File: config.mk
export PLATFORM = sky130hd
export DESIGN_NAME = drb_readback
export DESIGN_NICKNAME = d
export VERILOG_FILES = /design/src/design/drb_pkg.sv /design/src/design/drb_ev_if.sv /design/src/design/drb_readback.sv /design/src/design/drb_pin_sync.sv
export SDC_FILE = /design/constraint.sdc
export NUM_CORES = 1
export LEC_CHECK = 0
export ABC_AREA = 1
export BUFFER_PORTS_ARGS = -buffer_cell sky130_fd_sc_hd__buf_4
export CORE_UTILIZATION = 30
export DETAILED_ROUTE_END_ITERATION = 8
export PLACE_DENSITY_LB_ADDON = 0.2
export SETUP_SLACK_MARGIN = 0.4
export SLEW_MARGIN = 0
export SYNTH_ARGS = -nofsm -noshare
export SYNTH_HDL_FRONTEND = slang
export SYNTH_HIERARCHICAL = 1
export SYNTH_SLANG_ARGS = --single-unit
File: constraint.sdc
create_clock -name clk_sys -period 7.42 [get_ports clk_sys]
set_input_delay 0.371 -clock clk_sys [delete_from_list [all_inputs] [get_ports clk_sys]]
set_output_delay 0.371 -clock clk_sys [all_outputs]
set_load 0.03 [all_outputs]
File: src/design/drb_pkg.sv
// Constants, field layouts and helper functions for the serial readback and status block.
// Functional notes
// - Top frame bit set means read request.
// - Address bits plus select choose register; low ignored.
// - Next frame returns 24 bits, data in low 16.
// - Output changes on rising edge, host samples falling.
// - With error checking, 32 bits incl. CRC.
// - No-operation frame value is fixed 0x3CE000.
// - Select 0-15: data, control, gain, offset.
// - Select 16-23: clear code, slew control.
// - Select 24-26: status, main, converter control.
// - Slew word: enable, update rate, step fields.
// - Slew limiting configured independently per channel.
// - Status read-only; ramp bit 9, toggle 11.
// - Status streams on every frame when enabled; the frame after a read returns the read data instead.
// - Status bit layout: converter, error, faults.
// - Current mode compliance loss sets both flags.
// - Voltage mode regulation failure sets converter flag.
// - Voltage-mode converter flags never raise fault pin.
// - Error flag marks CRC mismatch, last word.
// - Ramp flag while any channel slews.
// - Toggle flag follows user program bit.
`default_nettype none
package drb_pkg;
  localparam int NCH = 4;
  localparam int SYNC_STAGES = 2;
  localparam int FRAME_BITS = 24;
  localparam int PEC_FRAME_BITS = 32;
  localparam int CRC_BITS = 8;
  localparam int RW_BIT = 23;
  localparam int ADDR_HI_BIT = 22;
  localparam int ADDR_LO_BIT = 21;
  localparam int SEL_MSB = 20;
  localparam int SEL_LSB = 16;
  localparam logic [23:0] NOP_FRAME = 24'h3ce000;
  localparam logic [7:0] CRC_POLY = 8'h07;
  localparam logic [7:0] CRC_INIT = 8'h00;
  localparam logic [7:0] PAD_BYTE = 8'h00;
  localparam logic [4:0] SEL_DATA = 5'h00;
  localparam logic [4:0] SEL_CTRL = 5'h04;
  localparam logic [4:0] SEL_GAIN = 5'h08;
  localparam logic [4:0] SEL_OFFS = 5'h0c;
  localparam logic [4:0] SEL_CLR = 5'h10;
  localparam logic [4:0] SEL_SLEW = 5'h14;
  localparam logic [4:0] SEL_STATUS = 5'h18;
  localparam logic [4:0] SEL_MAINCTL = 5'h19;
  localparam logic [4:0] SEL_DCDC = 5'h1a;
  localparam int ST_CONV_LSB = 12;
  localparam int ST_TOGGLE = 11;
  localparam int ST_PEC = 10;
  localparam int ST_RAMP = 9;
  localparam int ST_VFAULT_LSB = 4;
  localparam int ST_IFAULT_LSB = 0;
  localparam logic [15:0] STATUS_RESET = 16'h0000;
  localparam int SLEW_EN_BIT = 12;
  localparam int SLEW_RATE_MSB = 6;
  localparam int SLEW_RATE_LSB = 3;
  localparam int SLEW_STEP_MSB = 2;
  localparam int SLEW_STEP_LSB = 0;

  // Bit-serial CRC-8, most significant data bit first.
  function automatic logic [7:0] crc8_24(input logic [23:0] d);
    logic [7:0] c;
    logic fb;
    c = CRC_INIT;
    for (int i = 23; i >= 0; i--)
    begin
      fb = c[7] ^ d[i];
      c = {c[6:0], 1'b0} ^ (fb ? CRC_POLY : 8'h00);
    end
    return c;
  endfunction
endpackage
`default_nettype wire

File: src/design/drb_ev_if.sv
// Synchronised serial-pin events passed from the pin sampler to the frame logic.
`timescale 1ns/1ns
`default_nettype none
interface drb_ev_if;
  logic sclk_rise;
  logic sclk_fall;
  logic frame_start;
  logic frame_end;
  logic in_frame;
  logic sdin_bit;
  modport src (output sclk_rise, sclk_fall, frame_start, frame_end, in_frame, sdin_bit);
  modport dst (input sclk_rise, sclk_fall, frame_start, frame_end, in_frame, sdin_bit);
endinterface
`default_nettype wire

File: src/design/drb_readback.sv
// Serial frame decoder, register readback shifter and status register.
`timescale 1ns/1ns
`default_nettype none
module drb_readback
  import drb_pkg::*;
(
  // Clock and reset
  input wire logic clk_sys,
  input wire logic resetn,
  // Serial pins
  input wire logic sclk,
  input wire logic sync_n,
  input wire logic sdin,
  output var logic sdo,
  output var logic sdo_oe_n,
  // Device address pins
  input wire logic device_addr_high,
  input wire logic device_addr_low,
  // Control from the main control register
  input wire logic status_on_every_frame,
  input wire logic packet_error_check,
  input wire logic user_program,
  // Register contents held elsewhere: data, control, gain, offset, clear code, four each
  input wire logic [19:0][15:0] chan_regs,
  input wire logic [drb_pkg::NCH-1:0][15:0] slew_rate_control,
  input wire logic [15:0] main_ctrl_reg,
  input wire logic [15:0] dcdc_ctrl_reg,
  // Channel state
  input wire logic [drb_pkg::NCH-1:0] out_mode_current,
  input wire logic [drb_pkg::NCH-1:0] compliance_lost,
  input wire logic [drb_pkg::NCH-1:0] boost_unregulated,
  input wire logic [drb_pkg::NCH-1:0] iout_fault_in,
  input wire logic [2:0] vout_fault_in,
  input wire logic [drb_pkg::NCH-1:0] ramp_busy,
  // Decoded slew settings
  output var logic [drb_pkg::NCH-1:0] slew_limit_enable,
  output var logic [drb_pkg::NCH-1:0][3:0] slew_update_rate,
  output var logic [drb_pkg::NCH-1:0][2:0] slew_step_size,
  // Status and write hand-off
  output var logic [15:0] fault_and_flag_status,
  output var logic fault_out,
  output var logic wr_strobe,
  output var logic [23:0] wr_word
);
  drb_ev_if ev ();

  drb_pin_sync u_sync (
    .clk_sys(clk_sys),
    .resetn(resetn),
    .sclk(sclk),
    .sync_n(sync_n),
    .sdin(sdin),
    .ev(ev)
  );

  ////////////////////////////////////////////////////////////////////////////
  // Address pins are straps, synchronised and used only after two clocks.
  logic [SYNC_STAGES-1:0] addr_hi_sync_ff;
  logic [SYNC_STAGES-1:0] addr_lo_sync_ff;
  logic [1:0] own_addr;

  always_ff @(posedge clk_sys or negedge resetn)
  begin
    if (!resetn)
    begin
      addr_hi_sync_ff <= '0;
      addr_lo_sync_ff <= '0;
    end
    else
    begin
      addr_hi_sync_ff <= {addr_hi_sync_ff[SYNC_STAGES-2:0], device_addr_high};
      addr_lo_sync_ff <= {addr_lo_sync_ff[SYNC_STAGES-2:0], device_addr_low};
    end
  end

  assign own_addr = {addr_hi_sync_ff[SYNC_STAGES-1], addr_lo_sync_ff[SYNC_STAGES-1]};

  ////////////////////////////////////////////////////////////////////////////
  // Input shifting, sampled on the falling serial clock edge.
  logic [31:0] in_sh_ff;
  logic [5:0] bit_cnt_ff;

  always_ff @(posedge clk_sys or negedge resetn)
  begin
    if (!resetn)
    begin
      in_sh_ff <= '0;
      bit_cnt_ff <= '0;
    end
    else if (ev.frame_start)
    begin
      bit_cnt_ff <= '0;
    end
    else if (ev.in_frame && ev.sclk_fall)
    begin
      in_sh_ff <= {in_sh_ff[30:0], ev.sdin_bit};
      if (bit_cnt_ff != 6'h3f)
        bit_cnt_ff <= bit_cnt_ff + 6'h01;
    end
  end

  ////////////////////////////////////////////////////////////////////////////
  // Frame decode at the frame's closing edge.
  logic [23:0] rx_word;
  logic [7:0] rx_crc;
  logic len_ok;
  logic crc_ok;
  logic frame_ok;
  logic is_read;
  logic addr_match;
  logic [4:0] rx_sel;

  always_comb
  begin
    if (packet_error_check)
    begin
      rx_word = in_sh_ff[31:8];
      rx_crc = in_sh_ff[7:0];
      len_ok = (bit_cnt_ff == 6'(PEC_FRAME_BITS));
    end
    else
    begin
      rx_word = in_sh_ff[23:0];
      rx_crc = CRC_INIT;
      len_ok = (bit_cnt_ff == 6'(FRAME_BITS));
    end
    crc_ok = !packet_error_check || (crc8_24(rx_word) == rx_crc);
    frame_ok = len_ok && crc_ok;
    is_read = rx_word[RW_BIT];
    addr_match = ({rx_word[ADDR_HI_BIT], rx_word[ADDR_LO_BIT]} == own_addr);
    rx_sel = rx_word[SEL_MSB:SEL_LSB];
  end

  logic rd_pending_ff;
  logic [4:0] rd_sel_ff;

  always_ff @(posedge clk_sys or negedge resetn)
  begin
    if (!resetn)
    begin
      rd_pending_ff <= 1'b0;
      rd_sel_ff <= '0;
    end
    else if (ev.frame_end && frame_ok)
    begin
      // A foreign address drops the request so the output stays released unless status_on_every_frame is set.
      rd_pending_ff <= is_read && addr_match;
      if (is_read && addr_match)
        rd_sel_ff <= rx_sel;
    end
    else if (ev.frame_start)
    begin
      rd_pending_ff <= 1'b0;
    end
  end

  // A no-operation frame only clocks data out; it is loaded into wr_word but raises no wr_strobe.
  always_ff @(posedge clk_sys or negedge resetn)
  begin
    if (!resetn)
    begin
      wr_strobe <= 1'b0;
      wr_word <= '0;
    end
    else
    begin
      wr_strobe <= ev.frame_end && frame_ok && !is_read && (rx_word != NOP_FRAME);
      if (ev.frame_end && frame_ok && !is_read)
        wr_word <= rx_word;
    end
  end

  ////////////////////////////////////////////////////////////////////////////
  // Readback selection.
  logic [15:0] rb_data;

  always_comb
  begin
    rb_data = 16'h0000;
    if (rd_sel_ff < SEL_SLEW)
      rb_data = chan_regs[rd_sel_ff];
    else if (rd_sel_ff < SEL_STATUS)
      rb_data = slew_rate_control[rd_sel_ff[1:0]];
    else if (rd_sel_ff == SEL_STATUS)
      rb_data = fault_and_flag_status;
    else if (rd_sel_ff == SEL_MAINCTL)
      rb_data = main_ctrl_reg;
    else if (rd_sel_ff == SEL_DCDC)
      rb_data = dcdc_ctrl_reg;
  end

  ////////////////////////////////////////////////////////////////////////////
  // Output shifting: first bit presented at frame start, next ones on rising edges.
  logic [23:0] tx_word;
  logic [31:0] out_sh_ff;

  always_comb
  begin
    tx_word = {PAD_BYTE, rd_pending_ff ? rb_data : fault_and_flag_status};
  end

  always_ff @(posedge clk_sys or negedge resetn)
  begin
    if (!resetn)
    begin
      out_sh_ff <= '0;
      sdo <= 1'b0;
      sdo_oe_n <= 1'b1;
    end
    else if (ev.frame_start)
    begin
      // The CRC is taken over the 24 word bits; it trails only in 32-bit frames.
      out_sh_ff <= {tx_word[22:0], crc8_24(tx_word), 1'b0};
      sdo <= tx_word[23];
      sdo_oe_n <= !(rd_pending_ff || status_on_every_frame);
    end
    else if (ev.frame_end || !ev.in_frame)
    begin
      sdo_oe_n <= 1'b1;
    end
    else if (ev.sclk_rise)
    begin
      sdo <= out_sh_ff[31];
      out_sh_ff <= {out_sh_ff[30:0], 1'b0};
    end
  end

  ////////////////////////////////////////////////////////////////////////////
  // Status register, rebuilt every clock from live channel state.
  logic pec_error_ff;
  logic [NCH-1:0] conv_flag;
  logic [NCH-1:0] iout_fault;

  always_ff @(posedge clk_sys or negedge resetn)
  begin
    if (!resetn)
      pec_error_ff <= 1'b0;
    else if (ev.frame_end && packet_error_check)
      pec_error_ff <= !frame_ok;
  end

  genvar ch;
  generate
    for (ch = 0; ch < NCH; ch++)
    begin : g_chan
      assign conv_flag[ch] = out_mode_current[ch] ? compliance_lost[ch] : boost_unregulated[ch];
      assign iout_fault[ch] = iout_fault_in[ch] | (out_mode_current[ch] & compliance_lost[ch]);

      always_ff @(posedge clk_sys or negedge resetn)
      begin
        if (!resetn)
        begin
          slew_limit_enable[ch] <= 1'b0;
          slew_update_rate[ch] <= '0;
          slew_step_size[ch] <= '0;
        end
        else
        begin
          slew_limit_enable[ch] <= slew_rate_control[ch][SLEW_EN_BIT];
          slew_update_rate[ch] <= slew_rate_control[ch][SLEW_RATE_MSB:SLEW_RATE_LSB];
          slew_step_size[ch] <= slew_rate_control[ch][SLEW_STEP_MSB:SLEW_STEP_LSB];
        end
      end
    end
  endgenerate

  always_ff @(posedge clk_sys or negedge resetn)
  begin
    if (!resetn)
    begin
      fault_and_flag_status <= STATUS_RESET;
      fault_out <= 1'b0;
    end
    else
    begin
      fault_and_flag_status <= STATUS_RESET;
      fault_and_flag_status[ST_CONV_LSB +: NCH] <= conv_flag;
      fault_and_flag_status[ST_TOGGLE] <= user_program;
      fault_and_flag_status[ST_PEC] <= pec_error_ff;
      fault_and_flag_status[ST_RAMP] <= |ramp_busy;
      fault_and_flag_status[ST_VFAULT_LSB +: 3] <= vout_fault_in;
      fault_and_flag_status[ST_IFAULT_LSB +: NCH] <= iout_fault;
      // Converter flags are left out on purpose so that a voltage-mode boost sag only reports.
      fault_out <= |iout_fault | |vout_fault_in;
    end
  end

  // Remembers that the last accepted frame was a read for another device.
  logic foreign_rd_ff;

  always_ff @(posedge clk_sys or negedge resetn)
  begin
    if (!resetn)
      foreign_rd_ff <= 1'b0;
    else if (ev.frame_end && frame_ok)
      foreign_rd_ff <= is_read && !addr_match;
  end
endmodule
`default_nettype wire

File: src/design/drb_pin_sync.sv
// Two-stage pin synchronisers and edge detection for the serial clock, frame and data pins.
`timescale 1ns/1ns
`default_nettype none
module drb_pin_sync
  import drb_pkg::*;
(
  // Clock and reset
  input wire logic clk_sys,
  input wire logic resetn,
  // Raw pins
  input wire logic sclk,
  input wire logic sync_n,
  input wire logic sdin,
  // Events
  drb_ev_if.src ev
);
  // The serial clock and frame pins idle high, so their chains reset to one to avoid a false edge; the data chain resets to zero.
  logic [SYNC_STAGES-1:0] sclk_sync_ff;
  logic [SYNC_STAGES-1:0] sync_n_sync_ff;
  logic [SYNC_STAGES-1:0] sdin_sync_ff;
  logic sclk_last_ff;
  logic sync_n_last_ff;

  always_ff @(posedge clk_sys or negedge resetn)
  begin
    if (!resetn)
    begin
      sclk_sync_ff <= '1;
      sync_n_sync_ff <= '1;
      sdin_sync_ff <= '0;
    end
    else
    begin
      sclk_sync_ff <= {sclk_sync_ff[SYNC_STAGES-2:0], sclk};
      sync_n_sync_ff <= {sync_n_sync_ff[SYNC_STAGES-2:0], sync_n};
      sdin_sync_ff <= {sdin_sync_ff[SYNC_STAGES-2:0], sdin};
    end
  end

  always_ff @(posedge clk_sys or negedge resetn)
  begin
    if (!resetn)
    begin
      sclk_last_ff <= 1'b1;
      sync_n_last_ff <= 1'b1;
    end
    else
    begin
      sclk_last_ff <= sclk_sync_ff[SYNC_STAGES-1];
      sync_n_last_ff <= sync_n_sync_ff[SYNC_STAGES-1];
    end
  end

  assign ev.sclk_rise = sclk_sync_ff[SYNC_STAGES-1] & ~sclk_last_ff;
  assign ev.sclk_fall = ~sclk_sync_ff[SYNC_STAGES-1] & sclk_last_ff;
  assign ev.frame_start = ~sync_n_sync_ff[SYNC_STAGES-1] & sync_n_last_ff;
  assign ev.frame_end = sync_n_sync_ff[SYNC_STAGES-1] & ~sync_n_last_ff;
  assign ev.in_frame = ~sync_n_sync_ff[SYNC_STAGES-1];
  assign ev.sdin_bit = sdin_sync_ff[SYNC_STAGES-1];
endmodule
`default_nettype wire

==> summary.md <==
| Metric | Value |
|---|---|
| Status | `complete, no violations` |
| Number of synthesized flops with an enable pin | `0` |
| Setup Buffers After CTS | `0` |
| Iter 0 DRT Violations | `1586` |
| Tightest Hold Check Type | `input pin to async pin` |
| Post-Syn Area | `12100 um^2` |
| Width of the die | `203 um` |
| Part of the cycle the worst path needs | `63.8%` |
| Biggest area consumer among synthesized cells | `dfrtp_1` |
| DRC viols | `0` |
| Nets | `2764` |
| Register area share after synthesis | `33.5%` |
| Crit path DAT | `5090 ps` |
| Reg clk slew, reported paths | `80 ps` |
| MaxCap Viol Count | `0` |
| Max FO, Critical Path | `98` |
| Final worst slack | `2680 ps` |
| Largest net degree at the start of global routing | `102` |
| Routed vias/inst | `5.28` |
| CTS tree | `done` |
| Grt total ovfl | `0` |
| Root buf cell | `clkbuf_16` |
| Clk_skew | `11.0 ps` |
| CTS max path bufs | `2` |
| Synth Instances | `1871` |
| Initial antenna violation count | `17` |
| Max_slew headroom | `21.8%` |
| Drt pass-1 iters | `5` |
| Worst VDD drop | `0.208 mV` |
| # H-tree levels | `4` |
| All-Layer GR Usage | `30.8%` |
| Synthesized flop and latch total | `162` |
| Synth warn | `6` |
| Final hold viol count | `0` |
| Area share of the largest cell type after synthesis | `32.0%` |
| Remaining antenna violation count | `0` |
| RSZ-0062 raised after global routing | `false` |
| Slew @ Worst Pin | `1160 ps` |
| Share of layout cells above drive strength 1 | `27.4%` |
| Final HPWL DP | `50800 um` |
| Via Count | `15100` |
| Die Y | `203 um` |
| Top FF cell, synth | `dfrtp_1` |
| Crit Path Category | `flip-flop to flip-flop` |
| Slew Limit Fails | `0` |
| Clock Sinks | `162` |
| CTS Buf Count | `17` |
| First-pass GRT wire length | `93900 um` |
| Final core utilization | `42.3%` |
| CP endpoint kind | `flip-flop` |
| Setup violations, final | `0` |
| Count of different cell masters after synthesis | `47` |
| RD Place Congestion | `0.961` |
| Layout overhead on the synthesized area | `39.0%` |
| # port buffers | `522` |
| Place WS | `2730 ps` |
| WP data required | `7770 ps` |
| Final TNS setup | `0 ps` |
| Fin Hold WS | `6.99 ps` |
| Vias in the first global route | `14700` |
| Count leader, synth | `nand2_1` |
| Post-Syn Area per Cell | `6.48 um^2` |
| Pwr Density | `151 nW/um^2` |
| Detailed Route WL | `64900 um` |
| Startpoint types | `flip-flop` |
| Fraction of registers with async set/reset | `100%` |
| Worst skew pair latency | `450 ps` |
| Fmax | `211 MHz` |
| I/O Pins | `525` |
| Min Clock Period, post-route | `4740 ps` |
| Core box area | `39800 um^2` |
| Core Rows | `73` |
| Initial Util | `30.4%` |
| Post-CTS Hold Buffers | `0` |
| Synth area leaders | `dfrtp_1 32%, nand2_1 17%, o21ai_0 9.9%` |
| WL/cell | `22.7 um` |
| Post-CTS resize count | `0` |
| FILL cells | `4237` |
| Synth cell count leaders | `562 x nand2_1, 239 x o21ai_0, 198 x nor2_1, 155 x dfrtp_1, 149 x nand3_1` |
| P_leak | `0.00860 uW` |
| Die ar. | `41200 um^2` |
[sequential cells by signal, indices dropped and copies added (netlist names), 5 cells and up]
name                   flops
rd_sel_ff                  5
slew_step_size            12
bit_cnt_ff                 6
wr_word                   24
out_sh_ff                 31
in_sh_ff                  32
slew_update_rate          16
fault_and_flag_status     14
[routing by layer]
layer | vias up | global-route usage, % | part of all wire [%]
li1 | 7121 | - | -
met1 | 7268 | 38.1 | 40
met2 | 637 | 53.2 | 49
met3 | 76 | 4.67 | 6.4
met4 | 6 | 12.5 | 3.7
met5 | - | 0 | 0.063
[power by group]
part           switching, uW  internal, uW
combinational            364           295
sequential              36.4           937
clock                    465           454
[final timing paths]
path                                                  start                                  to  slack, ps  cells past startpoint
max                                rd_sel_ff[0]$_DFFE_PN0P_            out_sh_ff[3]$_DFFE_PN0P_       2680                     17
min                                                  resetn    u_sync/sdin_sync_ff[0]$_DFF_PN0_          7                      1
max reg2reg                        rd_sel_ff[0]$_DFFE_PN0P_            out_sh_ff[3]$_DFFE_PN0P_       2680                     17
min reg2reg                u_sync/sdin_sync_ff[0]$_DFF_PN0_    u_sync/sdin_sync_ff[1]$_DFF_PN0_        350                      0
max in group asynchronous                            resetn            rd_sel_ff[1]$_DFFE_PN0P_       5950                      2
min in group clk_sys                                 sync_n  u_sync/sync_n_sync_ff[0]$_DFF_PN1_         30                      1
[critical path, stage by stage (launching register included)]
cell     delay, ps
dfrtp_4        720
inv_6          600
buf_4          810
nand2_1        100
a22o_1         280
nand2_1         60
nand2_1         60
o21ai_0        540
nand2_1        260
xnor3_1        470
inv_1           80
nand2_1         50
nand2_1        120
nor2_1          70
nand2_1         90
nand3_1         90
nand2_1         70
inv_1           40
[cells by family (layout without fill, tap and decap cells)]
| logic type | count (synthesis) | count (layout) | share of synthesized area, % |
|---|---|---|---|
| AOI/OAI and AO/OA | 408 | 408 | 19.1 |
| xor gates and xnor gates | 23 | 23 | 2.00 |
| adders and majority gates | 5 | 5 | 0.516 |
| buffers and inverters | 257 | 708 | 9.20 |
| DFF | 162 | 162 | 33.5 |
| muxes | 3 | 3 | 0.268 |
| other | 1 | 13 | 0.0309 |
| and+or+nand+nor | 1012 | 1012 | 35.4 |
[cell type report]
class                   instances  area, um^2  share of cell area, %
inverters                     142         541                   3.21
clock buffers                  17         425                   2.52
flip-flops and latches        162        4070                   24.2
diodes                         11        27.5                  0.163
repair buffers                534        4010                   23.8
clock inverters                15         168                  0.995
well taps                     525         657                   3.90
multi-input cells            1453        6950                   41.3
[per-stage QoR]
step | std cells | power (uW) | area (um^2)
finish | 2859 | 2550 | 16900
global route | 2858 | 2680 | 16800
CTS | 2848 | 2570 | 16800
detailed placement | 2816 | 1640 | 16200
global placement | 2816 | 1640 | 16200
floorplan | 1872 | 1310 | 12100
[cell usage in the layout (no fill, tap or decap), drive strengths merged, types with 9 or more instances in the layout]
cell	netlist	routed
o21ai	250	250
nand3	153	153
nor2	200	200
or2	9	9
diode	0	11
o22ai	65	65
inv	140	147
a21oi	42	42
buf	57	534
clkbuf	58	17
dfrtp	155	155
xor2	14	14
o221ai	23	23
nand2	581	581
nand4	54	54
a22oi	13	13
Power figures use the tool's default switching activity.
